==> src/verilog/asmc_pkg.sv <==
// Constants and types for the serial mode-control block
package asmc_pkg;
    localparam int CMD_W = 16;
    localparam int ADDR_W = 4;
    localparam int DATA_W = 12;
    localparam int SAMPLE_W = 10;
    localparam int TRIM_W = 6;
    localparam int CM_W = 2;
    localparam int CNT_W = 5;
    localparam logic [4:0] CMD_BITS = 5'h10;
    // Function addresses
    localparam logic [3:0] ADDR_FULL_EN = 4'h0;
    localparam logic [3:0] ADDR_DAC1 = 4'h1;
    localparam logic [3:0] ADDR_DAC2 = 4'h2;
    localparam logic [3:0] ADDR_DAC3 = 4'h3;
    localparam logic [3:0] ADDR_IOFS = 4'h4;
    localparam logic [3:0] ADDR_QOFS = 4'h5;
    localparam logic [3:0] ADDR_CMSEL = 4'h6;
    localparam logic [3:0] ADDR_ADC = 4'h7;
    localparam logic [3:0] ADDR_SHORT_EN = 4'h8;
    // Enable word fields
    localparam int AUX_PWR_BIT = 9;
    localparam logic [11:0] FULL_EN_RESET = 12'h004;
    localparam logic [11:0] FULL_EN_MASK = 12'h3ff;
    localparam logic [3:0] EN_FULL_POWER_DOWN = 4'h0;
    localparam logic [3:0] EN_IDLE = 4'h1;
    localparam logic [3:0] EN_LOW_POWER_HOLD = 4'h2;
    localparam logic [3:0] EN_EXT1 = 4'h3;
    localparam logic [3:0] EN_EXT2 = 4'h4;
    localparam logic [3:0] EN_EXT3 = 4'h5;
    localparam logic [3:0] EN_EXT4 = 4'h6;
    localparam logic [11:0] WORD_RESET = 12'h000;
    localparam logic [9:0] BUS_PULLUP = 10'h3ff;
    typedef enum logic [3:0] {
        ASMC_IDLE_S = 4'b0001,
        ASMC_SHIFT_S = 4'b0010,
        ASMC_DONE_S = 4'b0100,
        ASMC_BAD_S = 4'b1000
    } asmc_ser_state_t;
endpackage

==> src/verilog/asmc_core.sv <==
// Serial mode-control and transmit sample latch of the analog front end
`timescale 1ns/1ps
module asmc_core (
    input wire logic i_ref_clk,            // System clock, 100 MHz
    input wire logic i_srst,               // Synchronous reset, high
    input wire logic i_sclk,               // Serial clock pin
    input wire logic i_cs_n,               // Serial select, low active
    input wire logic i_sdin,               // Serial data pin
    input wire logic i_tr_pin,             // Transmit/receive pin, 1 = tx
    input wire logic i_conv_clk,           // Converter clock pin
    input wire logic [9:0] i_bus,          // Shared sample bus, in
    input wire logic [9:0] i_rx_sample,    // Receive ADC word to drive
    output logic [9:0] o_bus,              // Shared sample bus, out
    output logic o_bus_oe,                 // Bus driven by device
    output logic o_bus_pullup,             // Weak pull-up active
    output logic [9:0] o_inphase_tx_sample,    // I DAC output word
    output logic [9:0] o_quadrature_tx_sample, // Q DAC output word
    output logic o_rx_adc_on,              // Receive ADC powered
    output logic o_tx_dac_on,              // Transmit DAC powered
    output logic o_clk_on,                 // Clock tree powered
    output logic o_ref_on,                 // Reference powered
    output logic o_full_power_down,        // Full shutdown state
    output logic o_low_power_hold,         // Standby state
    output logic o_idle,                   // Idle state
    output logic o_tx_mode,                // Transmit state active
    output logic [11:0] o_full_enable_word,    // Held enable word
    output logic [11:0] o_aux_dac_one_code,    // Aux-DAC 1 code
    output logic [11:0] o_aux_dac_two_code,    // Aux-DAC 2 code
    output logic [11:0] o_aux_dac_three_code,  // Aux-DAC 3 code
    output logic [5:0] o_inphase_offset_trim,  // I offset trim
    output logic [5:0] o_quadrature_offset_trim, // Q offset trim
    output logic [1:0] o_common_mode_select,   // Common-mode code
    output logic [11:0] o_aux_adc_start,       // Aux-ADC command word
    output logic o_aux_adc_start_pulse,        // Aux-ADC start strobe
    output logic [3:0] o_function_address      // Last selected function
);

    ////////////////////////////////////////////////////////////////////
    // Pin synchronisers: two flops before any logic looks

    logic [1:0] sclk_sy, cs_sy, sd_sy, tr_sy, cc_sy;
    logic [1:0] next_sclk_sy, next_cs_sy, next_sd_sy, next_tr_sy;
    logic [1:0] next_cc_sy;
    logic [9:0] bus_sy1, bus_sy2, next_bus_sy1, next_bus_sy2;
    logic sclk_d, cc_d, next_sclk_d, next_cc_d;

    always_comb begin
        next_sclk_sy = {sclk_sy[0], i_sclk};
        next_cs_sy = {cs_sy[0], i_cs_n};
        next_sd_sy = {sd_sy[0], i_sdin};
        next_tr_sy = {tr_sy[0], i_tr_pin};
        next_cc_sy = {cc_sy[0], i_conv_clk};
        // Same two-flop delay keeps bus aligned with converter clock
        next_bus_sy1 = i_bus;
        next_bus_sy2 = bus_sy1;
        next_sclk_d = sclk_sy[1];
        next_cc_d = cc_sy[1];
    end

    always_ff @(posedge i_ref_clk) begin
        if (i_srst) begin
            sclk_sy <= 2'h0;
            cs_sy <= 2'h3;
            sd_sy <= 2'h0;
            tr_sy <= 2'h0;
            cc_sy <= 2'h0;
            bus_sy1 <= 10'h000;
            bus_sy2 <= 10'h000;
            sclk_d <= 1'b0;
            cc_d <= 1'b0;
        end else begin
            sclk_sy <= next_sclk_sy;
            cs_sy <= next_cs_sy;
            sd_sy <= next_sd_sy;
            tr_sy <= next_tr_sy;
            cc_sy <= next_cc_sy;
            bus_sy1 <= next_bus_sy1;
            bus_sy2 <= next_bus_sy2;
            sclk_d <= next_sclk_d;
            cc_d <= next_cc_d;
        end
    end

    wire sclk_rise = sclk_sy[1] & ~sclk_d;
    wire cc_rise = cc_sy[1] & ~cc_d;
    wire cc_fall = ~cc_sy[1] & cc_d;
    wire cs_n = cs_sy[1];
    wire tr = tr_sy[1];

    ////////////////////////////////////////////////////////////////////
    // Serial receiver; never gated by power state

    asmc_pkg::asmc_ser_state_t st, next_st;
    logic [15:0] shreg, next_shreg;
    logic [4:0] bitcnt, next_bitcnt;
    logic cmd_valid;

    always_comb begin
        next_st = st;
        next_shreg = shreg;
        next_bitcnt = bitcnt;
        cmd_valid = 1'b0;
        case (st)
            asmc_pkg::ASMC_IDLE_S: begin
                next_bitcnt = '0;
                if (!cs_n) begin
                    next_st = asmc_pkg::ASMC_SHIFT_S;
                end
            end
            asmc_pkg::ASMC_SHIFT_S: begin
                if (cs_n) begin
                    // Exactly sixteen bits or the word is dropped
                    if (bitcnt == asmc_pkg::CMD_BITS) begin
                        next_st = asmc_pkg::ASMC_DONE_S;
                    end else begin
                        next_st = asmc_pkg::ASMC_IDLE_S;
                    end
                end else if (sclk_rise) begin
                    // MSB first, A0 lands in bit 0
                    next_shreg = {shreg[14:0], sd_sy[1]};
                    if (bitcnt == asmc_pkg::CMD_BITS) begin
                        next_st = asmc_pkg::ASMC_BAD_S;
                    end else begin
                        next_bitcnt = bitcnt + 5'h01;
                    end
                end
            end
            asmc_pkg::ASMC_DONE_S: begin
                cmd_valid = 1'b1;
                next_st = asmc_pkg::ASMC_IDLE_S;
            end
            asmc_pkg::ASMC_BAD_S: begin
                // Overlong frame waits out select, then is discarded
                if (cs_n) begin
                    next_st = asmc_pkg::ASMC_IDLE_S;
                end
            end
            default: next_st = asmc_pkg::ASMC_IDLE_S;
        endcase
    end

    always_ff @(posedge i_ref_clk) begin
        if (i_srst) begin
            st <= asmc_pkg::ASMC_IDLE_S;
            shreg <= 16'h0000;
            bitcnt <= 5'h00;
        end else begin
            st <= next_st;
            shreg <= next_shreg;
            bitcnt <= next_bitcnt;
        end
    end

    ////////////////////////////////////////////////////////////////////
    // Function word registers, address decode

    // Split word into address and data
    wire [3:0] cmd_addr = shreg[3:0];
    wire [11:0] cmd_data = shreg[15:4];

    logic [11:0] en_w, dac1, dac2, dac3, adcw;
    logic [5:0] iofs, qofs;
    logic [1:0] cms;
    logic [3:0] fsel;
    logic adc_pulse;
    logic [11:0] next_en_w, next_dac1, next_dac2, next_dac3, next_adcw;
    logic [5:0] next_iofs, next_qofs;
    logic [1:0] next_cms;
    logic [3:0] next_fsel;
    logic next_adc_pulse;

    always_comb begin
        // Unwritten words hold
        next_en_w = en_w;
        next_dac1 = dac1;
        next_dac2 = dac2;
        next_dac3 = dac3;
        next_adcw = adcw;
        next_iofs = iofs;
        next_qofs = qofs;
        next_cms = cms;
        next_fsel = fsel;
        next_adc_pulse = 1'b0;
        if (cmd_valid) begin
            next_fsel = cmd_addr;
            if (cmd_addr == asmc_pkg::ADDR_FULL_EN) begin
                // Reserved top bits forced low
                next_en_w = cmd_data & asmc_pkg::FULL_EN_MASK;
            end else if (cmd_addr == asmc_pkg::ADDR_DAC1) begin
                next_dac1 = cmd_data;
            end else if (cmd_addr == asmc_pkg::ADDR_DAC2) begin
                next_dac2 = cmd_data;
            end else if (cmd_addr == asmc_pkg::ADDR_DAC3) begin
                next_dac3 = cmd_data;
            end else if (cmd_addr == asmc_pkg::ADDR_IOFS) begin
                next_iofs = cmd_data[5:0];
            end else if (cmd_addr == asmc_pkg::ADDR_QOFS) begin
                next_qofs = cmd_data[5:0];
            end else if (cmd_addr == asmc_pkg::ADDR_CMSEL) begin
                next_cms = cmd_data[1:0];
            end else if (cmd_addr == asmc_pkg::ADDR_ADC) begin
                next_adcw = cmd_data;
                next_adc_pulse = 1'b1;
            end else if (cmd_addr == asmc_pkg::ADDR_SHORT_EN) begin
                // Only low four bits; aux power bits kept
                next_en_w = {en_w[11:4], cmd_data[3:0]};
            end
        end
    end

    always_ff @(posedge i_ref_clk) begin
        if (i_srst) begin
            en_w <= asmc_pkg::FULL_EN_RESET;
            dac1 <= asmc_pkg::WORD_RESET;
            dac2 <= asmc_pkg::WORD_RESET;
            dac3 <= asmc_pkg::WORD_RESET;
            adcw <= asmc_pkg::WORD_RESET;
            iofs <= 6'h00;
            qofs <= 6'h00;
            cms <= 2'h0;
            fsel <= asmc_pkg::ADDR_FULL_EN;
            adc_pulse <= 1'b0;
        end else begin
            en_w <= next_en_w;
            dac1 <= next_dac1;
            dac2 <= next_dac2;
            dac3 <= next_dac3;
            adcw <= next_adcw;
            iofs <= next_iofs;
            qofs <= next_qofs;
            cms <= next_cms;
            fsel <= next_fsel;
            adc_pulse <= next_adc_pulse;
        end
    end

    ////////////////////////////////////////////////////////////////////
    // Power and switching mode decode

    wire [3:0] low_enable_bits = en_w[3:0];
    wire aux_converter_power_bit = en_w[asmc_pkg::AUX_PWR_BIT];
    logic full_power_down, idle, low_power_hold, rx_on, tx_on, clk_on, ref_on, txm, active;

    always_comb begin
        full_power_down = 1'b0;
        idle = 1'b0;
        low_power_hold = 1'b0;
        rx_on = 1'b0;
        tx_on = 1'b0;
        clk_on = 1'b1;
        ref_on = 1'b1;
        txm = 1'b0;
        active = 1'b0;
        // Pin ignored in the three low-power states
        if (aux_converter_power_bit && low_enable_bits[2:0] == 3'h0) begin
            full_power_down = 1'b1;
            clk_on = 1'b0;
            ref_on = 1'b0;
        end else if (low_enable_bits[2:0] == 3'h1) begin
            idle = 1'b1;
        end else if (aux_converter_power_bit &&
                     low_enable_bits[2:0] == 3'h2) begin
            low_power_hold = 1'b1;
            clk_on = 1'b0;
        end else if (low_enable_bits == asmc_pkg::EN_EXT1) begin
            active = 1'b1;
            txm = tr;
            rx_on = ~tr;
            tx_on = 1'b1;
        end else if (low_enable_bits == asmc_pkg::EN_EXT3) begin
            active = 1'b1;
            txm = tr;
            rx_on = ~tr;
            tx_on = tr;
        end else if (low_enable_bits == asmc_pkg::EN_EXT4) begin
            active = 1'b1;
            txm = tr;
            rx_on = 1'b1;
            tx_on = 1'b1;
        end else begin
            // Default scheme and unsupported codes
            active = 1'b1;
            txm = tr;
            rx_on = 1'b1;
            tx_on = tr;
        end
    end

    ////////////////////////////////////////////////////////////////////
    // Transmit sample latch on converter clock edges

    logic [9:0] i_cap, q_cap, i_out, q_out, rx_q;
    logic [9:0] next_i_cap, next_q_cap, next_i_out, next_q_out;
    logic [9:0] i_pair, next_i_pair;
    logic q_pend, next_q_pend, i_seen, next_i_seen;

    always_comb begin
        next_i_cap = i_cap;
        next_q_cap = q_cap;
        next_i_out = i_out;
        next_q_out = q_out;
        next_q_pend = q_pend;
        next_i_pair = i_pair;
        next_i_seen = i_seen;
        if (active && txm && tx_on) begin
            if (cc_fall) begin
                next_i_cap = bus_sy2;
                next_i_seen = 1'b1;
            end
            if (cc_rise) begin
                // Outputs move together from last full pair
                if (q_pend) begin
                    next_i_out = i_pair;
                    next_q_out = q_cap;
                end
                // Park I beside its Q; a newer I must not split the pair
                next_i_pair = i_cap;
                next_q_cap = bus_sy2;
                next_q_pend = i_seen;
            end
        end else begin
            next_q_pend = 1'b0;
            next_i_seen = 1'b0;
        end
    end

    always_ff @(posedge i_ref_clk) begin
        if (i_srst) begin
            i_cap <= 10'h000;
            q_cap <= 10'h000;
            i_out <= 10'h000;
            q_out <= 10'h000;
            q_pend <= 1'b0;
            rx_q <= 10'h000;
            i_pair <= 10'h000;
            i_seen <= 1'b0;
        end else begin
            i_cap <= next_i_cap;
            q_cap <= next_q_cap;
            i_out <= next_i_out;
            q_out <= next_q_out;
            q_pend <= next_q_pend;
            rx_q <= i_rx_sample;
            i_pair <= next_i_pair;
            i_seen <= next_i_seen;
        end
    end

    ////////////////////////////////////////////////////////////////////
    // Outputs; bus direction is exclusive

    assign o_bus = rx_q;
    assign o_bus_oe = active & ~txm & rx_on;
    assign o_bus_pullup = full_power_down | idle | low_power_hold;
    assign o_inphase_tx_sample = i_out;
    assign o_quadrature_tx_sample = q_out;
    assign o_rx_adc_on = rx_on;
    assign o_tx_dac_on = tx_on;
    assign o_clk_on = clk_on;
    assign o_ref_on = ref_on;
    assign o_full_power_down = full_power_down;
    assign o_low_power_hold = low_power_hold;
    assign o_idle = idle;
    assign o_tx_mode = active & txm;
    assign o_full_enable_word = en_w;
    assign o_aux_dac_one_code = dac1;
    assign o_aux_dac_two_code = dac2;
    assign o_aux_dac_three_code = dac3;
    assign o_inphase_offset_trim = iofs;
    assign o_quadrature_offset_trim = qofs;
    assign o_common_mode_select = cms;
    assign o_aux_adc_start = adcw;
    assign o_aux_adc_start_pulse = adc_pulse;
    assign o_function_address = fsel;

endmodule // asmc_core

==> config.mk <==
export PLATFORM = sky130hd
export DESIGN_NAME = asmc_core
export DESIGN_NICKNAME = d
export VERILOG_FILES = /design/src/verilog/asmc_pkg.sv /design/src/verilog/asmc_core.sv
export SDC_FILE = /design/constraint.sdc
export NUM_CORES = 1
export LEC_CHECK = 0
export BUFFER_PORTS_ARGS = -buffer_cell sky130_fd_sc_hd__buf_2
export CAP_MARGIN = 20
export CORE_MARGIN = 2
export CORE_UTILIZATION = 35
export CTS_BUF_LIST = sky130_fd_sc_hd__clkbuf_4
export DETAILED_ROUTE_END_ITERATION = 10
export PLACE_DENSITY_LB_ADDON = 0.25
export SLEW_MARGIN = 0
export SYNTH_ARGS = -nofsm -noshare
export SYNTH_HDL_FRONTEND = slang
export SYNTH_SLANG_ARGS = --single-unit
==> constraint.sdc <==
create_clock -name i_ref_clk -period 3.8 [get_ports i_ref_clk]
set_input_delay 0 -clock i_ref_clk [delete_from_list [all_inputs] [get_ports i_ref_clk]]
set_output_delay 0 -clock i_ref_clk [all_outputs]
set_load 0.02 [all_outputs]
# Word-level counts from Yosys, hierarchy flattened
# Cells that the tools add are included.
totals:
  word_cells: 160
  input_bits: 27
  out_inout_bits: 119
  register_bits: 198
op_classes:
  mux: 48
  bitwise: 23
  eq_ne: 32
  n_addsub: 1
  n_reduce_logical: 25
ops:
  columns: ["cell", "n"]
  rows:
  - ["4-bit 2-to-1 mux", 13]
  - ["4-bit by 3-bit equality test with 1-bit output, second input constant", 7]
  - ["1-bit 2-to-1 mux", 28]
  - ["2-bit inequality test, second input constant", 12]
  - ["9-bit AND reduction", 2]
  - ["4-bit by 2-bit equality test with 1-bit output, second input constant", 4]
  - ["5-bit 2-to-1 mux", 3]
  - ["1-bit inverter", 15]
  - ["12-bit 2-to-1 mux", 1]
  - ["4-bit one-hot mux with 3 select lines", 1]
  - ["4-bit AND reduction", 3]
  - ["5-bit one-hot mux with 2 select lines", 1]
  - ["3-bit AND reduction", 3]
  - ["9-bit OR reduction", 1]
  - ["4-bit by 1-bit equality test with 1-bit output, second input constant", 2]
  - ["4-bit equality test, second input constant", 2]
  - ["8-bit AND reduction", 1]
  - ["7-bit AND reduction", 1]
  - ["1-bit bitwise AND", 6]
  - ["3-bit inequality test, second input constant", 2]
  - ["2-bit AND reduction", 3]
  - ["6-bit AND reduction", 1]
  - ["5-bit by 1-bit adder with 5-bit output, second input constant", 1]
  - ["5-bit equality test, second input constant", 1]
  - ["other kinds (10)", 15]

# Longest topological paths before layout
logic_depth:
  word_depth: 10
  mapped_depth: 7

# Worst setup path after synthesis
# No wires, ideal clock.
synth_timing:
  path_type: "reg-to-reg"
  startpoint: "reg en_w[0], in the netlist o_full_enable_word[0]"
  endpoint: "reg i_out[8], in the netlist o_inphase_tx_sample[8]"
  t_required_ns: 3.729
  setup_time_ns: 0.071
  setup_slack_ns: 2.151
  period_less_slack_ns: 1.649
  stages_incl_launch_ff: 7
  arrival_time_ns: 1.578
  path_cell_list: "dfxtp_1 -> nand2b_1 -> a21o_1 -> inv_1 -> clkbuf_1 -> o21ai_0 -> a21oi_1"
synth_via:
  elab_chain_cells: 9
synth_rtl:
  columns: ["item", "line", "text"]
  rows:
  - ["from (decl)", "asmc_core.sv:161", "logic [11:0] en_w, dac1, dac2, dac3, adcw;"]
  - ["from (signal assigned)", "asmc_core.sv:213", "en_w <= asmc_pkg::FULL_EN_RESET;"]
  - ["from (signal assigned)", "asmc_core.sv:224", "en_w <= next_en_w;"]
  - ["4-bit by 3-bit equality test with 1-bit output", "asmc_core.sv:275", "end else if (low_enable_bits == asmc_pkg::EN_EXT4) begin"]
  - ["1-bit 2-to-1 mux", "asmc_core.sv:275", null]
  - ["1-bit 2-to-1 mux", "asmc_core.sv:270", "end else if (low_enable_bits == asmc_pkg::EN_EXT3) begin"]
  - ["1-bit 2-to-1 mux", "asmc_core.sv:265", "end else if (low_enable_bits == asmc_pkg::EN_EXT1) begin"]
  - ["1-bit 2-to-1 mux", "asmc_core.sv:261", "end else if (aux_converter_power_bit &&"]
  - ["1-bit 2-to-1 mux", "asmc_core.sv:259", "end else if (low_enable_bits[2:0] == 3'h1) begin"]
  - ["1-bit 2-to-1 mux", "asmc_core.sv:255", "if (aux_converter_power_bit && low_enable_bits[2:0] == 3'h0) begin"]
  - ["1-bit logical AND (*)", "asmc_core.sv:305", "if (active && txm && tx_on) begin"]
  - ["3-bit AND reduction (no source line) (*)", null, null]
  - ["to (signal assigned)", "asmc_core.sv:340", "i_out <= next_i_out;"]
  - ["to (decl)", "asmc_core.sv:292", "logic [9:0] i_cap, q_cap, i_out, q_out, rx_q;"]
# Every way passes the cells marked *; elsewhere a longest branch is shown, timed or not.
# A chain may end at the register's enable or synchronous reset.

# Final worst setup path
layout_timing:
  startpoint: "reg en_w[0], in the netlist o_full_enable_word[0]"
  endpoint: "out o_bus_pullup"
layout_via:
  elab_chain_cells: 6
layout_rtl:
  columns: ["item", "line", "text"]
  rows:
  - ["3-bit by 2-bit equality test with 1-bit output", "asmc_core.sv:262", "low_enable_bits[2:0] == 3'h2) begin"]
  - ["1-bit logical AND", "asmc_core.sv:261", null]
  - ["1-bit 2-to-1 mux", "asmc_core.sv:261", null]
  - ["1-bit 2-to-1 mux", "asmc_core.sv:259", null]
  - ["1-bit 2-to-1 mux", "asmc_core.sv:255", null]
  - ["1-bit bitwise OR (*)", "asmc_core.sv:354", "assign o_bus_pullup = full_power_down | idle | low_power_hold;"]
  - ["to (decl)", "asmc_core.sv:15", "output logic o_bus_pullup,"]
# Marks and branches as above.

==> run summary <==
Global routing finished with a remaining overflow of 0. Summed over all layers, the routed wires come to 17,000 um. Synthesis produced a netlist whose cell count is 783. The first-pass iteration count of the detailed router was 5.

The startpoint type of the worst setup path was a register. TritonCTS built the clock tree. The tree is rooted in a sky130_fd_sc_hd__clkbuf_4.

Largest stage delay on the critical path: 0.50 ns. In this run the power density over the cells is 394 nW/um^2. The post-synthesis average cell area was 9.18 um^2; the tightest hold margin was 0.120 ns. The slowest stage of the critical path is the sky130_fd_sc_hd__dfxtp_1 cell. Summed over all cells, the static leakage comes to 0.00370 uW. The most used flip-flop cell after synthesis is sky130_fd_sc_hd__dfxtp_1.

The maximum frequency from static timing analysis is 0.436 GHz, and the required time of the critical path is 3.80 ns. The internal portion of the total power is 2540 uW. The run gives 4,997 as the number of global-route vias before repair. In the post-route analysis, the smallest setup slack over all paths is 1.51 ns. Of the total power, registers draw 60.4%. For this block, the initial DRC count from the detailed router was 291. The floorplan step set the die width to 147 um. The total number of vias is 5,560, and the number of nets at the end of the flow is 963. Relative to the synthesized area, the layout overhead comes to 22.3%. For the estimated wirelength of the detail-placed design, the log shows 10,900 um. The post-detailed-route via-to-cell ratio was 4.56; the number of max-cap violations was 0. The floorplan has 52 rows.

The logs give 0.776 for the placer congestion estimate and 26,900 um for the global-route wire length before repair. CTS saw 196 sinks. The tools report the proportion of synthesized chip area in sequential cells as 54.6%.

Traced cell by cell, the critical path runs through nand2b_1 > a21o_1 > buf_4 > inv_1 > buf_2. The die covers 21,700 um^2. 146 I/O pins were placed. Clock-pin slew was measured on the worst setup and hold paths at 0.17 ns. Post-route core utilization: 43.6%. The critical path is of the register to primary output type. The final period demand of the worst path works out to 2.29 ns. The worst setup path is captured at a primary output.

The flow ran to the end, and the final reports show no timing, DRC or antenna violations. The largest voltage drop on the vdd net is 0.197 mV, and the flip-flop and latch count after synthesis is 196. Maximum fanout count along the critical path: 25. The fraction of final layout cells with drive strength greater than 1 is 19.9%, and the number of cells in the design after placement is 1,143. CTS buffer count: 17. For this run, asynchronously set or reset flops after synthesis account for 0%. The period utilization was 60.3%.

The total count of hold-check failures in the final report is 0, and the minimum setup slack after placement is 1.59 ns. Once detail routing completed, the nets flagged for antenna violations numbered 0. The total core area is 20,200 um^2. The part of the total power dissipated in the clock network is 35.8%. In this run the worst hold path is classified as input port to register.

The run gives 920 uW as the switching power of the nets. The post-synth design cell area is 7180 um^2. The die is 147 um tall. The share of total power consumed by net switching was 26.6%. Total count of max-transition violations in the final report: 0. In this run, post-CTS repair resized a total of 0 instances.

Counting flops with a built-in enable in the synthesized netlist gives 0. The logs give 1 for the initial antenna violation count and 0 for the total number of yosys warnings. Setup violations remaining at the end of the flow were counted as 0. The maximum buffer depth of the clock tree was 2. Clock latency on the worst-skew pair, taken at its later pin, is 0.61 ns. The H-tree generated during clock tree synthesis spans 4 levels. In this run, distinct cell masters in the synthesized netlist total 42. Number of standard cells in the layout, taps in and fillers out: 1,218. The average wire length per cell after detail routing came out at 13.9 um. Number of I/O port buffers: 143. Global routing used 15.6% of the available tracks. The setup total negative slack is 0 ns. The worst path arrival time is 2.29 ns.

The number of DRC violations after detailed routing is 0, and the post-route clock skew is 0.0366 ns. In this run, the combinational gates consume 3.8% of the power. The slew at the pin closest to its max-slew limit was 1.03 ns; the maximum number of pins on one net before global-route repair was 141.

Setup repair after global routing left no endpoint under its margin. The initial core utilization was 35.6%; the relative max-transition margin was 31.2%.
[critical path: cells and delay by family, from the launching register on]
kind / cells / cell delay, ns
AOI/OAI and AO/OA: 1 / 0.16
buffers and inverters: 3 / 0.93
DFF: 1 / 0.50
and+or+nand+nor: 1 / 0.11
[area by class of cell]
| type | count | area (um^2) |
|---|---|---|
| Inverter | 10 | 37.5 |
| Tap cell | 270 | 338 |
| Fill cell | 2032 | 11400 |
| Multi-Input combinational cell | 520 | 2960 |
| Clock buffer | 17 | 128 |
| Sequential cell | 196 | 3920 |
| Antenna cell | 1 | 2.50 |
| Timing Repair Buffer | 189 | 1170 |
| Clock inverter | 15 | 225 |
[placed cells by master, fill, tap and decap left out, drive strengths merged, types with 4 or more instances in the layout]
cell type and instances:
dfxtp 196, buf 147, nand2 133, a21oi 88, mux2i 59, nand2b 46, nor2b 46, nor2 43
dlygate4sd3 42, nand3 34, o21ai 23, clkbuf 17, inv 16, clkinv 8, and3 7, nor3 4
[state kept, by name (all words and copies together) (netlist names), 6 cells and up]
register,flops
shreg,16
o_inphase_tx_sample,10
i_pair,10
o_bus,10
o_inphase_offset_trim,6
o_quadrature_offset_trim,6
o_aux_dac_three_code,12
o_aux_adc_start,12
o_aux_dac_one_code,12
o_aux_dac_two_code,12
bus_sy1,10
o_full_enable_word,10
q_cap,10
o_quadrature_tx_sample,10
i_cap,10
bus_sy2,10
[power groups by stage]
| stage | Sequential, uW | Combinational [uW] | Clock, uW |
|---|---|---|---|
| 2_1_floorplan | 2130 | 65.8 | 0 |
| 3_3_place_gp | 2130 | 101 | 0 |
| 3_5_place_dp | 2130 | 100 | 0 |
| 4_1_cts | 2090 | 132 | 1280 |
| 5_1_grt | 2090 | 145 | 1360 |
| 6_report | 2090 | 133 | 1240 |
[cell usage after synthesis (2+ instances only)]
library cell | number | area share, %
sky130_fd_sc_hd__dfxtp_1 | 196 | 55
sky130_fd_sc_hd__nand2_1 | 133 | 6.9
sky130_fd_sc_hd__a21oi_1 | 88 | 6.1
sky130_fd_sc_hd__mux2i_1 | 59 | 8.2
sky130_fd_sc_hd__nand2b_1 | 46 | 4.0
sky130_fd_sc_hd__nor2b_1 | 46 | 4.0
sky130_fd_sc_hd__clkbuf_1 | 43 | 2.2
sky130_fd_sc_hd__nor2_1 | 43 | 2.2
sky130_fd_sc_hd__nand3_1 | 31 | 2.2
sky130_fd_sc_hd__o21ai_0 | 23 | 1.6
sky130_fd_sc_hd__inv_1 | 10 | 0.52
sky130_fd_sc_hd__and3_1 | 7 | 0.61
sky130_fd_sc_hd__buf_4 | 7 | 0.73
sky130_fd_sc_hd__buf_2 | 6 | 0.42
sky130_fd_sc_hd__nor3_1 | 4 | 0.28
sky130_fd_sc_hd__a21o_1 | 3 | 0.31
sky130_fd_sc_hd__nand3_2 | 3 | 0.42
sky130_fd_sc_hd__nand4_1 | 3 | 0.26
sky130_fd_sc_hd__xor2_1 | 3 | 0.37
sky130_fd_sc_hd__and2_1 | 2 | 0.17
sky130_fd_sc_hd__and4_1 | 2 | 0.24
sky130_fd_sc_hd__buf_6 | 2 | 0.31
sky130_fd_sc_hd__ha_1 | 2 | 0.35
sky130_fd_sc_hd__nor3b_1 | 2 | 0.21
sky130_fd_sc_hd__or2_2 | 2 | 0.17
[logic make-up after synthesis]
| logic type | Yosys count | synth area share (%) |
|---|---|---|
| other | 1 | 0.0522 |
| buffers and inverters | 68 | 4.23 |
| XOR/XNOR | 3 | 0.366 |
| AO/OA/AOI/OAI | 123 | 9.14 |
| adder cells (fa/ha/maj) | 2 | 0.348 |
| AND/OR/NAND/NOR | 331 | 23.0 |
| multiplexers | 59 | 8.22 |
| flip-flops | 196 | 54.6 |
[timing repair]
item | in CTS | in global routing
buffers inserted | 0 | 0
endpoints found under the hold margin | 93 | 0
endpoints found under the setup margin | 0 | 0
hold buffers | 42 | 0
[routing by layer]
metal | part of all wire, % | global-route usage (%)
met5 | 0 | 0
met4 | 1.0 | 5.19
met3 | 5.6 | 4.29
met2 | 45 | 23.5
met1 | 49 | 21.7
[worst paths after layout]
path,startpoint,to,slack (ns),depth (start not counted)
setup / recovery,o_full_enable_word[0]$_SDFFE_PP0P_,o_bus_pullup,1.51,5
hold / removal,i_cs_n,cs_sy[0]$_SDFF_PP1_,0.12,3
hold reg to reg,cs_sy[0]$_SDFF_PP1_,cs_sy[1]$_SDFF_PP1_,0.44,1
setup reg to reg,o_full_enable_word[0]$_SDFFE_PP0P_,i_pair[6]$_SDFFE_PP0P_,1.54,5
[per-stage QoR]
stage          instance area (um^2)  power [uW]
2_1_floorplan                  7190        2200
3_3_place_gp                   8010        2230
3_5_place_dp                   8010        2230
4_1_cts                        8780        3500
5_1_grt                        8790        3590
6_report                       8790        3460
No activity file was read; power rests on OpenSTA's default activity.
